File: src/hw/prg_pkg.sv
// constants for the physical random generator with health gating
package prg_pkg;
    // total-failure test: longest tolerated run of equal raw bits
    localparam int STUCK_RUN = 32;
    localparam int RUN_W = 6;
    // online test window and acceptance band for the count of ones
    localparam int WIN_LEN = 256;
    localparam int WIN_W = 9;
    localparam logic [8:0] ONES_LO = 9'h060;
    localparam logic [8:0] ONES_HI = 9'h0A0;
    // gap between windows in periodic mode
    localparam int GAP_NS = 20480;
    localparam int CLK_NS = 20;
    localparam int GAP_CYC = GAP_NS / CLK_NS;
    localparam int GAP_W = 11;
    // software-started hardware self test length in raw bits
    localparam int SELF_LEN = 64;
    localparam int SELF_W = 7;
    // online test trigger options
    localparam logic MODE_PERIODIC = 1'b0;
    localparam logic MODE_CONTINUOUS = 1'b1;
    localparam logic [7:0] OCTET_RST = 8'h00;
    // generator states
    typedef enum logic [1:0] {
        PRG_IDLE = 2'b00,
        PRG_STARTUP = 2'b01,
        PRG_RUN = 2'b10,
        PRG_FAILED = 2'b11
    } prg_state_t;
endpackage

File: src/hw/prg_health_gate.sv
// random generator core with total-failure and online health gating
`timescale 1ns/1ps
module prg_health_gate #(
    parameter int GAP_CYCLES = prg_pkg::GAP_CYC,
    parameter int ADDR_W = 16
) (
    // clock and reset
    input wire logic sys_clk,
    input wire logic rst_n,
    // entropy source, asynchronous
    input wire logic rawBit,
    // software control
    input wire logic rngEnable,
    input wire logic testMode,
    input wire logic startTest,
    input wire logic dataTaken,
    // random data to software
    output logic [7:0] rngData,
    output logic rngValid,
    // health status to software
    output logic totalFail,
    output logic defect,
    output logic testBusy,
    output logic testPass,
    output logic testFail,
    // pre-delivery nonvolatile write path
    input wire logic preDelivery,
    input wire logic progWr,
    input wire logic [ADDR_W-1:0] progAddr,
    input wire logic [7:0] progData,
    output logic nvmWrEn,
    output logic [ADDR_W-1:0] nvmAddr,
    output logic [7:0] nvmData
);
    localparam int GAP_W_L = prg_pkg::GAP_W;
    localparam logic [prg_pkg::WIN_W-1:0] ONES_LO_L = prg_pkg::ONES_LO;
    localparam logic [prg_pkg::WIN_W-1:0] ONES_HI_L = prg_pkg::ONES_HI;
    prg_pkg::prg_state_t state_r, state_nxt;
    logic sync1_r, sync2_r, prevBit_r;
    logic [prg_pkg::RUN_W-1:0] runCnt_r;
    logic winActive_r;
    logic [prg_pkg::WIN_W-1:0] winCnt_r, onesCnt_r;
    logic [GAP_W_L-1:0] gapCnt_r;
    logic pairPhase_r, pairBit_r;
    logic [7:0] shift_r, cand_r, rngData_r;
    logic [2:0] bitCnt_r;
    logic candValid_r, rngValid_r, totalFail_r, defect_r;
    logic testBusy_r, testPass_r, testFail_r, selfOne_r, selfZero_r, selfStuck_r;
    logic [prg_pkg::SELF_W-1:0] selfCnt_r;
    logic nvmWrEn_r;
    logic [ADDR_W-1:0] nvmAddr_r;
    logic [7:0] nvmData_r;

    // decode
    wire logic active = (state_r == prg_pkg::PRG_STARTUP) || (state_r == prg_pkg::PRG_RUN);
    wire logic sameBit = (sync2_r == prevBit_r);
    wire logic runFull = (runCnt_r == prg_pkg::RUN_W'(prg_pkg::STUCK_RUN - 1));
    wire logic stuck = active && sameBit && runFull;
    wire logic winLast = winActive_r && (winCnt_r == prg_pkg::WIN_W'(prg_pkg::WIN_LEN - 1));
    wire logic [prg_pkg::WIN_W-1:0] onesFinal = onesCnt_r + prg_pkg::WIN_W'(sync2_r);
    wire logic winBad = winLast && ((onesFinal < ONES_LO_L) || (onesFinal > ONES_HI_L));
    wire logic gapDone = (testMode == prg_pkg::MODE_CONTINUOUS)
        || (gapCnt_r == GAP_W_L'(GAP_CYCLES - 1));
    // start-up window opens at once, the gap applies only while running
    wire logic winStart = active && !winActive_r
        && (gapDone || (state_r == prg_pkg::PRG_STARTUP));
    wire logic octetDone = pairPhase_r && (bitCnt_r == 3'h7);
    wire logic internalBit = pairBit_r ^ sync2_r;
    wire logic promote = candValid_r && !sameBit && (state_r == prg_pkg::PRG_RUN)
        && !stuck && !winBad && !rngValid_r;
    wire logic selfLast = testBusy_r && (selfCnt_r == prg_pkg::SELF_W'(prg_pkg::SELF_LEN - 1));
    wire logic selfBad = selfStuck_r || stuck || !(selfOne_r || sync2_r)
        || !(selfZero_r || !sync2_r);

    // state sequencing
    always_comb begin
        state_nxt = state_r;
        case (state_r)
            prg_pkg::PRG_IDLE: begin
                if (rngEnable) begin
                    state_nxt = prg_pkg::PRG_STARTUP;
                end
            end
            prg_pkg::PRG_STARTUP: begin
                if (stuck || winBad) begin
                    state_nxt = prg_pkg::PRG_FAILED;
                end else if (winLast) begin
                    state_nxt = prg_pkg::PRG_RUN;
                end
            end
            prg_pkg::PRG_RUN: begin
                if (stuck || winBad) begin
                    state_nxt = prg_pkg::PRG_FAILED;
                end
            end
            prg_pkg::PRG_FAILED: begin
                state_nxt = prg_pkg::PRG_FAILED;
            end
            default: begin
                state_nxt = prg_pkg::PRG_IDLE;
            end
        endcase
        if (!rngEnable) begin
            state_nxt = prg_pkg::PRG_IDLE;
        end
    end

    always_ff @(posedge sys_clk or negedge rst_n) begin
        if (!rst_n) begin
            state_r <= prg_pkg::PRG_IDLE;
            sync1_r <= 1'b0;
            sync2_r <= 1'b0;
            prevBit_r <= 1'b0;
            runCnt_r <= '0;
        end else begin
            state_r <= state_nxt;
            sync1_r <= rawBit;
            sync2_r <= sync1_r;
            prevBit_r <= sync2_r;
            runCnt_r <= (sameBit && !stuck) ? runCnt_r + 1'b1 : '0;
        end
    end

    // online test windows
    always_ff @(posedge sys_clk or negedge rst_n) begin
        if (!rst_n) begin
            winActive_r <= 1'b0;
            winCnt_r <= '0;
            onesCnt_r <= '0;
            gapCnt_r <= '0;
        end else if (!active) begin
            winActive_r <= 1'b0;
            winCnt_r <= '0;
            onesCnt_r <= '0;
            gapCnt_r <= '0;
        end else if (winStart) begin
            winActive_r <= 1'b1;
            winCnt_r <= '0;
            onesCnt_r <= '0;
            gapCnt_r <= '0;
        end else if (winActive_r) begin
            winActive_r <= !winLast;
            winCnt_r <= winCnt_r + 1'b1;
            onesCnt_r <= onesFinal;
        end else begin
            gapCnt_r <= gapCnt_r + 1'b1;
        end
    end

    // octet assembly; each internal bit folds two raw bits to cut bias
    always_ff @(posedge sys_clk or negedge rst_n) begin
        if (!rst_n) begin
            pairPhase_r <= 1'b0;
            pairBit_r <= 1'b0;
            shift_r <= prg_pkg::OCTET_RST;
            bitCnt_r <= 3'h0;
            cand_r <= prg_pkg::OCTET_RST;
            candValid_r <= 1'b0;
        end else if (state_r != prg_pkg::PRG_RUN || stuck) begin
            pairPhase_r <= 1'b0;
            bitCnt_r <= 3'h0;
            candValid_r <= 1'b0;
        end else begin
            pairPhase_r <= !pairPhase_r;
            pairBit_r <= sync2_r;
            if (pairPhase_r) begin
                shift_r <= {shift_r[6:0], internalBit};
                bitCnt_r <= bitCnt_r + 1'b1;
            end
            if (octetDone) begin
                cand_r <= {shift_r[6:0], internalBit};
                candValid_r <= 1'b1;
            end else if (promote) begin
                candValid_r <= 1'b0;
            end
        end
    end

    // software-facing data and status
    always_ff @(posedge sys_clk or negedge rst_n) begin
        if (!rst_n) begin
            rngData_r <= prg_pkg::OCTET_RST;
            rngValid_r <= 1'b0;
            totalFail_r <= 1'b0;
            defect_r <= 1'b0;
        end else begin
            if (promote) begin
                rngData_r <= cand_r;
                rngValid_r <= 1'b1;
            end else if (dataTaken || state_r != prg_pkg::PRG_RUN || stuck || winBad) begin
                rngValid_r <= 1'b0;
            end
            if (state_r == prg_pkg::PRG_IDLE && rngEnable) begin
                totalFail_r <= 1'b0;
                defect_r <= 1'b0;
            end else begin
                totalFail_r <= totalFail_r | stuck;
                defect_r <= defect_r | (active && winBad);
            end
        end
    end

    // software-started hardware total-failure test
    always_ff @(posedge sys_clk or negedge rst_n) begin
        if (!rst_n) begin
            testBusy_r <= 1'b0;
            testPass_r <= 1'b0;
            testFail_r <= 1'b0;
            selfCnt_r <= '0;
            selfOne_r <= 1'b0;
            selfZero_r <= 1'b0;
            selfStuck_r <= 1'b0;
        end else if (startTest && !testBusy_r) begin
            testBusy_r <= 1'b1;
            testPass_r <= 1'b0;
            testFail_r <= 1'b0;
            selfCnt_r <= '0;
            selfOne_r <= 1'b0;
            selfZero_r <= 1'b0;
            selfStuck_r <= 1'b0;
        end else if (testBusy_r) begin
            selfCnt_r <= selfCnt_r + 1'b1;
            selfOne_r <= selfOne_r | sync2_r;
            selfZero_r <= selfZero_r | !sync2_r;
            selfStuck_r <= selfStuck_r | (sameBit && runFull);
            if (selfLast) begin
                testBusy_r <= 1'b0;
                testPass_r <= !selfBad;
                testFail_r <= selfBad;
            end
        end
    end

    // pre-delivery nonvolatile write forwarding
    always_ff @(posedge sys_clk or negedge rst_n) begin
        if (!rst_n) begin
            nvmWrEn_r <= 1'b0;
            nvmAddr_r <= '0;
            nvmData_r <= 8'h00;
        end else begin
            nvmWrEn_r <= preDelivery && progWr;
            if (preDelivery && progWr) begin
                nvmAddr_r <= progAddr;
                nvmData_r <= progData;
            end
        end
    end

    assign rngData = rngData_r;
    assign rngValid = rngValid_r;
    assign totalFail = totalFail_r;
    assign defect = defect_r;
    assign testBusy = testBusy_r;
    assign testPass = testPass_r;
    assign testFail = testFail_r;
    assign nvmWrEn = nvmWrEn_r;
    assign nvmAddr = nvmAddr_r;
    assign nvmData = nvmData_r;

    property p_stuck_fails;
        @(posedge sys_clk) disable iff (!rst_n)
        stuck && rngEnable |=> state_r == prg_pkg::PRG_FAILED && totalFail_r;
    endproperty
    a_stuck_fails: assert property (p_stuck_fails) else $error("stuck source not flagged");

    property p_no_out_failed;
        @(posedge sys_clk) disable iff (!rst_n)
        state_r == prg_pkg::PRG_FAILED |-> !rngValid_r;
    endproperty
    a_no_out_failed: assert property (p_no_out_failed) else $error("output after failure");

    property p_promote_after_edge;
        @(posedge sys_clk) disable iff (!rst_n)
        $rose(rngValid_r) |-> $past(sync2_r) != $past(prevBit_r);
    endproperty
    a_promote_after_edge: assert property (p_promote_after_edge) else $error("octet released early");

    property p_defect_flag;
        @(posedge sys_clk) disable iff (!rst_n)
        active && winBad && rngEnable |=> defect_r && state_r == prg_pkg::PRG_FAILED;
    endproperty
    a_defect_flag: assert property (p_defect_flag) else $error("defect not flagged");

    property p_no_out_startup;
        @(posedge sys_clk) disable iff (!rst_n)
        state_r != prg_pkg::PRG_RUN |=> !rngValid_r;
    endproperty
    a_no_out_startup: assert property (p_no_out_startup) else $error("output before pass");

    property p_continuous;
        @(posedge sys_clk) disable iff (!rst_n)
        winLast && testMode == prg_pkg::MODE_CONTINUOUS && state_r == prg_pkg::PRG_RUN
            && !winBad && !stuck && rngEnable ##1 testMode == prg_pkg::MODE_CONTINUOUS
            |=> winActive_r;
    endproperty
    a_continuous: assert property (p_continuous) else $error("continuous test stalled");

    property p_self_result;
        @(posedge sys_clk) disable iff (!rst_n)
        startTest && !testBusy_r |=> testBusy_r ##64 !testBusy_r && (testPass_r != testFail_r);
    endproperty
    a_self_result: assert property (p_self_result) else $error("self test result missing");

    property p_nvm_write;
        @(posedge sys_clk) disable iff (!rst_n)
        preDelivery && progWr |=> nvmWrEn_r && nvmData_r == $past(progData);
    endproperty
    a_nvm_write: assert property (p_nvm_write) else $error("nvm write lost");

    property p_taken_clears;
        @(posedge sys_clk) disable iff (!rst_n)
        rngValid_r && dataTaken && !promote |=> !rngValid_r;
    endproperty
    a_taken_clears: assert property (p_taken_clears) else $error("valid not cleared");
endmodule

File: config.mk
export PLATFORM = sky130hd
export DESIGN_NAME = prg_health_gate
export DESIGN_NICKNAME = d
export VERILOG_FILES = /design/src/hw/prg_pkg.sv /design/src/hw/prg_health_gate.sv
export SDC_FILE = /design/constraint.sdc
export NUM_CORES = 1
export LEC_CHECK = 0
export CORE_ASPECT_RATIO = 1.1
export CORE_MARGIN = 4
export CORE_UTILIZATION = 54
export DETAILED_ROUTE_END_ITERATION = 10
export DONT_BUFFER_PORTS = 1
export PLACE_DENSITY = 0.7
export SKIP_LAST_GASP = 1
export SLEW_MARGIN = 0
export SYNTH_ARGS = -nofsm -noshare
export SYNTH_HDL_FRONTEND = slang
export SYNTH_SLANG_ARGS = --single-unit
File: constraint.sdc
create_clock -name sys_clk -period 3.6 [get_ports sys_clk]
set_input_delay 0.18 -clock sys_clk [delete_from_list [all_inputs] [get_ports sys_clk]]
set_output_delay 0.18 -clock sys_clk [all_outputs]
set_load 0.005 [all_outputs]
==> flow_summary_export.csv <==
group,metric,value,unit
min_path,min_path_cells,3,
outcome,status,"finished, final reports clean",
sta,hold_viol,0,
sta,slew-limit-headroom,0.339,
die,die_w,99.8,microns
run,cap_violations,0,
logic_synthesis,synth_area,0.00501,sq mm
die,num_io_pins,72,
critical_path,critPathMaxStageDelay,610,ps
sta,finClkSkew,16.5,ps
sta,worst_pin_slew,989,ps
clocking,postCtsResizedCells,0,
drt,drc,0,
logic_synthesis,ys_warn_count,0,
placement,dp_hpwl,6220,microns
global_routing,grt_max_degree,112,
clocking,cts.sinks,111,
clocking,insertion_delay,370,ps
drt,postRouteAntennaNets,0,
clocking,cts_tree,"built",
critical_path,path_max_fanout,9,
critical_path,crit_top_cell,"ha_1",
global_routing,gr-usage-met2,0.309,
final_layout,final_area,0.00560,sq mm
die,fp.dieH,109,microns
sta,rsz0062_at_grt,"no",
drt,routedWlPerCell,16.1,microns
critical_path,setup.worst_path.class,"flop to flop",
critical_path,r2r.worst_path.cells,8,
global_routing,grt_pass1_vias,3400,
critical_path,reg2reg_from,"sync2_r$_DFF_PN0_",
drt,routed_wl,9420,microns
critical_path,worst_setup_path_start_kind,"flop",
final_layout,diodes,0,
drt,dr.pass1.iters,4,
final_layout,final_layout_size_suffix_gt1_frac,0.167,
sta,fin_crit_sh,0.845,
placement,place.gp.congestion,0.781,
sta,fmax,329,MHz
min_path,min_path_type,"input pin to flop",
logic_synthesis,syn_nets,489,
power_and_ir_drop,power_density,525,mW/mm^2
die,dieArea,0.0109,sq mm
global_routing,grt_use_met1,0.235,
logic_synthesis,synth.distinct_cells,49,
global_routing,use_met3,0.0429,
final_layout,fin_nets,515,
min_path,hold_start,"startTest",
power_and_ir_drop,power.leakage,2.55,nW
final_layout,final_cell_mix,"dfrtp_1, nand2_1, mux2_2",
sta,holdWs,95.2,ps
clocking,clockRootBuffer,"clkbuf_8",
sta,period_minus_slack,3040,ps
sta,tns,0,ps
critical_path,cp_cell_sequence,"ha_1 -> ha_1 -> nand3_2 -> or4_1 -> o211a_1 -> nand4b_4 -> a21oi_4 -> mux2_2",
global_routing,antenna_found_initial,0,
logic_synthesis,ys_seq_area_frac,0.555,
die,coreArea,0.00896,sq mm
placement,io_buffers,0,
logic_synthesis,yosys_register_bits,111,
drt,num_vias,3308,
power_and_ir_drop,max-vdd-ir-drop,0.269,mV
drt,viasPerCell,5.64,
global_routing,overflow,0,
final_layout,layout_commonest_cell,"dfrtp_1",
logic_synthesis,synth_cells,442,
die,start_util,0.559,
clocking,cts_buffers,9,
global_routing,grt_pass1_wl,16000,microns
placement,dpl_cell_area,0.00509,sq mm
critical_path,cp-end-kind,"flop",
global_routing,grt_usage,0.184,
sta,finalSetupViolCount,0,
drt,drt_iter0_drc,243,
final_layout,area_growth,11.9,%
sta,drv_slew,0,
critical_path,worstPathRequired,3870,ps
critical_path,slowest_stage,"dfrtp_1",
clocking,htreeDepth,3,
die,num_rows,36,
clocking,path_clk_slew,110,ps
logic_synthesis,syn_area_per_cell,11.3,sq um
power_and_ir_drop,finalPower,0.00294,W
critical_path,crit_start,"sync2_r$_DFF_PN0_",
clocking,clock_path_buffers,2,
global_routing,busiest_layer,"met2",
critical_path,arrival,3310,ps
-- registers in the layout, summed over array words and instances, names as in the netlist, 2 cells and up --
name       count
bitCnt_r       3
cand_r         8
gapCnt_r      11
nvmAddr       16
nvmData        8
onesCnt_r      9
rngData        8
runCnt_r       6
selfCnt_r      7
shift_r        7
state_r        2
winCnt_r       9
-- cell type report --
cell class | instances | area, sq um
clock buffer | 10 | 138
fill | 682 | 3360
tap | 114 | 143
multi-input combinational | 302 | 2110
timing repair buffer | 32 | 333
sequential | 111 | 2780
inverter | 12 | 45.0
clock inverter | 6 | 58.8
-- Yosys cell counts (all sizes together) --
cell type / instances / area (sq um)
a22o: 5 / 43.8
and2b: 1 / 7.51
xnor2: 7 / 61.3
a22oi: 1 / 7.51
nand3b: 1 / 7.51
xor2: 6 / 71.3
o21a: 1 / 7.51
and3b: 1 / 10.0
or2: 1 / 6.26
o22ai: 1 / 6.26
buf: 5 / 32.5
inv: 12 / 45.0
nor2: 29 / 109
nand2: 56 / 213
a31oi: 10 / 62.6
or4: 1 / 7.51
and2: 4 / 26.3
a211oi: 1 / 7.51
a21o: 1 / 7.51
or2b: 1 / 7.51
mux2i: 6 / 60.1
nand2b: 5 / 31.3
nand3: 10 / 65.1
o211ai: 1 / 7.51
nand4b: 2 / 32.5
a32oi: 1 / 8.76
mux2: 48 / 541
a21oi: 13 / 76.3
o31ai: 4 / 30.0
nor3: 1 / 5.00
o21ai: 44 / 220
ha: 14 / 175
o211a: 2 / 20.0
nor4: 2 / 18.8
dfrtp: 111 / 2780
nand4: 11 / 68.8
o311ai: 3 / 33.8
and3: 7 / 43.8
clkbuf: 12 / 45.0
-- critical path: cells and delay by family (launching register included) --
kind,cells,cell delay [ps]
AO/OA/AOI/OAI,2,490
AND/OR/NAND/NOR,3,850
adder cells (fa/ha/maj),2,610
multiplexers,1,390
flip-flops,1,610
-- path summary, 6_finish.rpt --
| path | end | slack [ps] |
|---|---|---|
| setup / recovery | rngData[5]$_DFFE_PN0P_ | 560 |
| hold / removal | selfStuck_r$_DFFE_PN0P_ | 100 |
| setup reg to reg | rngData[5]$_DFFE_PN0P_ | 560 |
| hold reg to reg | sync2_r$_DFF_PN0_ | 370 |
| max in group asynchronous | nvmAddr[9]$_DFFE_PN0P_ | 2810 |
| min in group asynchronous | selfCnt_r[2]$_DFFE_PN0P_ | 380 |
-- layer usage --
layer  vias up  routed length, microns
met5         -                       0
met4         0                     135
met3        16                     370
met2        57                    4820
met1      1625                    4090
li1       1610                       -
-- power by group --
group	total [W]	switching [W]	internal, W	leakage, nW
Combinational	0.000658	0.000385	0.000273	1.00
Clock	0.000730	0.000443	0.000287	0.0971
Sequential	0.00156	0.000151	0.00140	1.45
Total	0.00294	0.000979	0.00196	2.55
-- what timing repair did --
| item | in CTS | in global routing |
|---|---|---|
| setup endpoints to repair | 0 | 0 |
| hold buffers | 30 | 0 |
| setup buffers | 0 | 0 |
| hold endpoints to repair | 143 | 0 |
-- cells by family after synthesis --
| group | Yosys count | share of synthesized area |
|---|---|---|
| flops | 111 | 0.555 |
| xor+xnor | 13 | 0.0265 |
| compound gates | 88 | 0.108 |
| fa+ha+maj | 14 | 0.0350 |
| simple gates | 133 | 0.132 |
| mux | 54 | 0.120 |
| buf+inv | 29 | 0.0245 |
-- through the flow --
stage / std cells / util / setup WS [ps]
detailed placement: 541 / 0.568 / 559
finish: 587 / 0.625 / 557
global route: 587 / 0.625 / 413
global placement: 541 / 0.568 / 707
floorplan: 442 / - / 1180
CTS: 587 / 0.625 / 548
Note: power is estimated with default switching activity, not from simulation.
